`src/logic/idregs_cfg.svh`:
```
/*
 Offsets, field positions, fixed values and timing counts of the
 identity, scratch and flash-count register bank.
 Assumes a 10 MHz system clock and byte addresses of the serial port.
*/
// Summary of operation
// - day-month register upper byte reads factory month as two BCD digits
// - day-month register lower byte reads factory day as two BCD digits
// - year register reads four BCD year digits, read only
// - product code reads a fixed 16-bit value on every read
// - serial register reads a fixed 16-bit lot serial number
// - three read/write scratch words read back exactly as written
// - a 32-bit binary count of flash write cycles, two read-only words
// - lower address holds count bits 15:0, next address bits 31:16
// - after flash update, status bit 2 reads 0 on success, 1 on failure
// - while flash update runs, serial requests are ignored
`ifndef IDREGS_CFG_SVH
`define IDREGS_CFG_SVH

`define FACTORY_DAY_MONTH_ADDR 7'h6e
`define FACTORY_YEAR_ADDR      7'h70
`define PRODUCT_CODE_ADDR      7'h72
`define LOT_SERIAL_ADDR        7'h74
`define SCRATCH_ONE_ADDR       7'h76
`define SCRATCH_TWO_ADDR       7'h78
`define SCRATCH_THREE_ADDR     7'h7a
`define FLASH_WRITES_LOW_ADDR  7'h7c
`define FLASH_WRITES_HIGH_ADDR 7'h7e
`define GLOBAL_COMMAND_ADDR    7'h68
`define DIAG_STATUS_ADDR       7'h5c

`define FLASH_UPDATE_BIT       3
`define DIAG_FLASH_FAIL_BIT    2

// arbitrary values, replaced at factory configuration
`define FACTORY_DAY_MONTH_VAL  16'h0101
`define FACTORY_YEAR_VAL       16'h2000
`define PRODUCT_CODE_VAL       16'h1234
`define LOT_SERIAL_VAL         16'h0001

`define CLK_PERIOD_NS          100
`define FLASH_UPDATE_NS        1000
`define FLASH_UPDATE_CYCLES \
	((`FLASH_UPDATE_NS + `CLK_PERIOD_NS - 1) / `CLK_PERIOD_NS)

`endif

```
`src/logic/idregs_pkg.sv`:
```
/*
 Types shared by the register bank and its flash writer.
 Assumes nothing beyond a SystemVerilog compiler.
*/
package idregs_pkg;
	typedef logic [15:0] word_t;
	typedef logic [6:0]  byte_addr_t;
	typedef enum logic {FW_IDLE, FW_WRITE} flash_state_e;
endpackage

```
`src/logic/flash_ctl_if.sv`:
```
/*
 Interface between the register bank and the flash writer.
 Assumes one clock domain shared by both ends.
*/
`timescale 1ns/1ps
interface flash_ctl_if;
	logic        start;
	logic        busy;
	logic        done;
	logic        failed;
	logic [31:0] count;
	modport bank   (output start, input busy, done, failed, count);
	modport writer (input start, output busy, done, failed, count);
endinterface

```
`src/logic/flash_writer.sv`:
```
/*
 Flash update sequencer: holds busy for the update time, then counts
 the write cycle and records its outcome.
 Assumes the flash macro reports failure on flash_fail at the end.
*/
`timescale 1ns/1ps
`include "idregs_cfg.svh"
module flash_writer
	import idregs_pkg::*;
(
	// clock and reset
	input  wire logic clk_sys,
	input  wire logic rst_b,
	input  wire logic ce,
	// flash macro result
	input  wire logic flash_fail,
	// bank side
	flash_ctl_if.writer fl
);
	localparam logic [7:0] LAST = 8'(`FLASH_UPDATE_CYCLES - 1);

	flash_state_e state;
	logic [7:0]   timer;
	logic         finish;

	assign finish  = (state == FW_WRITE) && (timer == LAST);
	assign fl.busy = (state == FW_WRITE);

	always_ff @(posedge clk_sys or negedge rst_b) begin
		if (!rst_b) begin
			state <= FW_IDLE;
			timer <= 8'h00;
		end else if (ce) begin
			case (state)
			FW_IDLE: begin
				timer <= 8'h00;
				if (fl.start)
					state <= FW_WRITE;
			end
			FW_WRITE: begin
				timer <= timer + 8'h01;
				if (finish)
					state <= FW_IDLE;
			end
			default: state <= FW_IDLE;
			endcase
		end
	end

	// count and outcome move together so software never sees them split
	always_ff @(posedge clk_sys or negedge rst_b) begin
		if (!rst_b) begin
			fl.count  <= 32'h0000_0000;
			fl.failed <= 1'b0;
			fl.done   <= 1'b0;
		end else if (ce) begin
			fl.done <= finish;
			if (finish) begin
				fl.count  <= fl.count + 32'h0000_0001;
				fl.failed <= flash_fail;
			end
		end
	end
endmodule

```
`src/logic/idregs_bank.sv`:
```
/*
 Identity, scratch and flash write count registers behind the serial
 port's byte-wide register access, with the flash update command.
 Assumes the serial port hands over one byte write or one word read
 per request, addresses in bytes, synchronous to clk_sys.
*/
`timescale 1ns/1ps
`include "idregs_cfg.svh"
module idregs_bank
	import idregs_pkg::*;
(
	// clock and reset
	input  wire logic       clk_sys,
	input  wire logic       rst_b,
	input  wire logic       ce,
	// register access from the serial port
	input  wire logic       req_valid,
	input  wire logic       req_write,
	input  wire byte_addr_t req_addr,
	input  wire logic [7:0] req_wdata,
	output logic            req_ready,
	output word_t           rd_data,
	output logic            rd_valid,
	// flash macro and status
	input  wire logic       flash_fail,
	output logic            flash_busy,
	output logic            flash_update_failed
);
	flash_ctl_if fl ();

	flash_writer u_writer (
		.clk_sys    (clk_sys),
		.rst_b      (rst_b),
		.ce         (ce),
		.flash_fail (flash_fail),
		.fl         (fl.writer)
	);

	word_t      scratch [0:2];
	logic       taken;
	logic       do_write;
	logic       do_read;
	logic       in_scratch;
	logic [6:0] scr_off;
	logic [1:0] scr_idx;
	word_t      diag_word;
	word_t      next_rd_data;

	function automatic word_t merge_byte(input word_t old,
			input logic hi, input logic [7:0] b);
		merge_byte = hi ? {b, old[7:0]} : {old[15:8], b};
	endfunction

	function automatic logic at(input byte_addr_t a, input byte_addr_t w);
		at = (a[6:1] == w[6:1]);
	endfunction

	// requests during an update are dropped, not queued
	assign req_ready  = !fl.busy;
	assign taken      = ce && req_valid && req_ready;
	assign do_write   = taken && req_write;
	assign do_read    = taken && !req_write;
	assign in_scratch = (req_addr >= `SCRATCH_ONE_ADDR) &&
		(req_addr <= (`SCRATCH_THREE_ADDR | 7'h01));
	assign scr_off    = req_addr - `SCRATCH_ONE_ADDR;
	assign scr_idx    = scr_off[2:1];
	// global command low byte, only the flash update bit is acted on
	assign fl.start   = do_write && (req_addr == `GLOBAL_COMMAND_ADDR) &&
		req_wdata[`FLASH_UPDATE_BIT];
	assign diag_word  = word_t'(fl.failed) << `DIAG_FLASH_FAIL_BIT;

	assign flash_busy          = fl.busy;
	assign flash_update_failed = fl.failed;

	// read-only words are constants or the writer's count and outcome, so writes to them fall through
	assign next_rd_data =
		at(req_addr, `FACTORY_DAY_MONTH_ADDR) ? `FACTORY_DAY_MONTH_VAL :
		at(req_addr, `FACTORY_YEAR_ADDR)      ? `FACTORY_YEAR_VAL :
		at(req_addr, `PRODUCT_CODE_ADDR)      ? `PRODUCT_CODE_VAL :
		at(req_addr, `LOT_SERIAL_ADDR)        ? `LOT_SERIAL_VAL :
		in_scratch                            ? scratch[scr_idx] :
		at(req_addr, `FLASH_WRITES_LOW_ADDR)  ? fl.count[15:0] :
		at(req_addr, `FLASH_WRITES_HIGH_ADDR) ? fl.count[31:16] :
		at(req_addr, `DIAG_STATUS_ADDR)       ? diag_word :
		16'h0000;

	always_ff @(posedge clk_sys or negedge rst_b) begin
		if (!rst_b) begin
			rd_data  <= 16'h0000;
			rd_valid <= 1'b0;
		end else if (ce) begin
			rd_valid <= do_read;
			if (do_read)
				rd_data <= next_rd_data;
		end
	end

	// scratch lives in flops; keeping it over power loss is the
	// host's flash update, which this bank only triggers
	always_ff @(posedge clk_sys or negedge rst_b) begin
		if (!rst_b) begin
			for (int i = 0; i < 3; i++)
				scratch[i] <= 16'h0000;
		end else if (do_write && in_scratch) begin
			scratch[scr_idx] <= merge_byte(scratch[scr_idx], req_addr[0],
				req_wdata);
		end
	end
endmodule

```
`config.mk`:
```
export PLATFORM = sky130hd
export DESIGN_NAME = idregs_bank
export DESIGN_NICKNAME = d
export VERILOG_FILES = /design/src/logic/idregs_pkg.sv /design/src/logic/flash_ctl_if.sv /design/src/logic/flash_writer.sv /design/src/logic/idregs_bank.sv
export VERILOG_INCLUDE_DIRS = /design/src /design/src/logic
export SDC_FILE = /design/constraint.sdc
export NUM_CORES = 1
export LEC_CHECK = 0
export ABC_AREA = 0
export BUFFER_PORTS_ARGS = -buffer_cell sky130_fd_sc_hd__buf_2
export CAP_MARGIN = 25
export CORE_MARGIN = 4
export CORE_UTILIZATION = 54
export DETAILED_ROUTE_END_ITERATION = 7
export GPL_TIMING_DRIVEN = 0
export PLACE_DENSITY = 0.76
export SLEW_MARGIN = 15
export SYNTH_ARGS = -nofsm -noshare
export SYNTH_HDL_FRONTEND = slang
export SYNTH_HIERARCHICAL = 1
export SYNTH_SLANG_ARGS = --single-unit
```
`constraint.sdc`:
```
create_clock -name clk_sys -period 1.9 [get_ports clk_sys]
set_input_delay 0.475 -clock clk_sys [delete_from_list [all_inputs] [get_ports clk_sys]]
set_output_delay 0.475 -clock clk_sys [all_outputs]
set_load 0.03 [all_outputs]
```
==> impl_results.md <==
- Slowest stage delay, CP: 0.47 ns
- Final ANT Viol Nets: 0
- Fin crit share: 1.112
- Die area: around 0.012 sq mm
- Reg2reg path depth: 8
- DR vias/cell: 6.047
- Most common cell after layout, fill and taps aside: dfrtp_1
- Status: finished, violations left
- Post-route setup TNS: -2.213 ns
- Max_slew headroom: 0.4524
- Initial antenna violation count: 0
- Placed instance area: approximately 0.006 sq mm
- Arr. time, crit path: 2.40 ns
- Setup Skew: around 0.011 ns
- Max_cap viols: 0
- Area growth from synthesis to final layout: 23.59%
- Sink Count: 107
- Slew @ Worst Pin: around 0.8 ns
- Initial drt markers: about 290
- Critical path required time: between 2 and 2.5 ns
- Synthesized instance count: 560
- Final Wtd Congestion: about 0.9
- Leak: slightly below 3 nW
- Mapped cell area: 0.005410 sq mm
- PD cells: ~670 mW/mm^2
- Final WS setup: -0.2135 ns
- Worst Min Path Start: ce
- FMAX: 0.4731 GHz
- Hold Fails Final Rpt: 0
- # placed instances: around 730
- Syn nets: 588
- Fin. max-slew vios: 0
- Grt ovf: 0
- Setup slack, reg-to-reg: -0.21 ns
- Vias in the first global route: 4,505
- Top delay family on crit path: simple AND/OR/NAND/NOR gates
- Layout cells sized above 1: 0.2844
- Detailed-placement wirelength estimate: approximately 10,000 um
- Final WL: 14,710 um
- Worst VDD drop: 0.3881 mV
- CTS tree: yes
- Chip height: approximately 110 um
- CORE AREA: between 0.009 and 0.01 sq mm
- Drt first pass iters: 5
- Max Buffers Root-to-Sink: 2
- CP cell instances: inv_2, ha_4, or4bb_4, nor4_4, and4_1, buf_6, nand4_1, xnor2_1
- CP Capture Type: flop
- HP Class: input port to flop
- Nets: 663
- Critical path type: flop to flop
- Hold depth: 2
- Largest net degree at the start of global routing: approximately 80
- ANT cells: 0
- H-Tree Depth: 3
- Finished Cell Area: roughly 0.0067 sq mm
- CTS Root Cell: clkbuf_8
- Fin crit period: 2.114 ns
- Final cell count without fillers: 773
- Worst setup SP type: flop
- Die W: ~110 um
- Drt wl/cell: approximately 19 um
- Routed via count: 4,674
- First-pass GRT wire length: roughly 24,000 um
- Clock Latency Late Sink: around 0.39 ns
- Most frequent cells in the layout: dfrtp_1, nand2_1, buf_2, o21ai_1
- R2r endpoint: u_writer/fl.count[17]
- Critical path's slowest cell: or4bb_4
- Worst Hold Endpoint: rd_valid
- Top Ports: a little over 40
- Clock-pin transition on the worst setup and hold timing paths: 0.10 ns
- GR Util All Layers: 0.2657
- Initial core utilization: 0.5535
- CTS buffer count: 9
- Cell Rows: 36
- Port bufs: 38
- Crit path buffers/inverters: 2
- CP max FO: 8
- Syn avg cell area: 9.661 sq um
- Unrepaired setup endpoints after global routing: true
- Synth Warn #: 6
- R2R Path Start: u_writer/timer[1]
- Failing checks: setup timing
- Fillers: ~750
- DRC: 0
- Final setup vio count: 15
==> power breakdown <==
part / internal (mW) / switching (mW) / total (mW)
Clock: 0.681 / 0.783 / 1.46
Combinational: 0.249 / 0.377 / 0.626
Sequential: 2.35 / 0.0459 / 2.39
==> how the worst max path moves through the flow <==
| stage | slack (ns) | startpoint | cells after the start | to |
|---|---|---|---|---|
| 3_5_place_dp | -0.67 | req_addr[1] | 11 | scratch[26] |
| 5_1_grt | -0.32 | u_writer/timer[1] | 8 | u_writer/fl.count[17] |
| 4_1_cts | -0.20 | u_writer/timer[1] | 8 | u_writer/fl.count[17] |
| 3_3_place_gp | -1.01 | rst_b | 1 | u_writer/fl.busy |
| 6_report | -0.21 | u_writer/timer[1] | 8 | u_writer/fl.count[17] |
| 2_1_floorplan | -0.09 | req_addr[1] | 10 | scratch[17] |
==> through the flow <==
step / util / hold slack, ns / power, mW / worst slack [ns]
floorplan: - / 0.1794 / 2.764 / -0.08588
global placement: 0.6080 / 0.4551 / 2.944 / -1.013
detailed placement: 0.6115 / 0.3722 / 2.969 / -0.6718
CTS: 0.6672 / 0.3078 / 4.479 / -0.1978
global route: 0.6841 / 0.3263 / 4.648 / -0.3220
finish: 0.6841 / 0.3191 / 4.483 / -0.2135
==> cell type report <==
class / count / area [sq um] / share of cell area
timing repair buffer: 65 / 491.7 / 0.07354
clock buffer: 12 / 155.1 / 0.02320
inverter: 11 / 46.29 / 0.006924
tap: 133 / 166.4 / 0.02489
buffer: 28 / 237.7 / 0.03555
sequential: 107 / 2680 / 0.4008
clock inverter: 4 / 48.80 / 0.007298
multi-input combinational: 413 / 2860 / 0.4278
==> flip-flops by register name, summed over array words and instances, names as in the netlist <==
| signal | cells |
|---|---|
| u_writer/fl.failed | 1 |
| u_writer/fl.busy | 1 |
| rd_data | 16 |
| scratch | 48 |
| u_writer/fl.count | 32 |
| u_writer/timer | 8 |
| rd_valid | 1 |
==> routing by layer <==
layer	GRT usage	wire length, um	up-vias
li1	-	-	2140
met1	0.3886	6497	2295
met2	0.3899	6747	206
met3	0.06030	1125	33
met4	0.09378	344	0
met5	0	0	-
==> timing repair <==
| item | CTS | global route |
|---|---|---|
| hold buffers | 1 | 0 |
| pin swaps | 15 | 15 |
| gates cloned | 2 | 0 |
| setup buffers | 16 | 7 |
| setup endpoints to repair | 81 | 89 |
| hold endpoints to repair | 29 | 0 |
| resized for setup | 45 | 38 |
(Power assumes the default switching activity.)
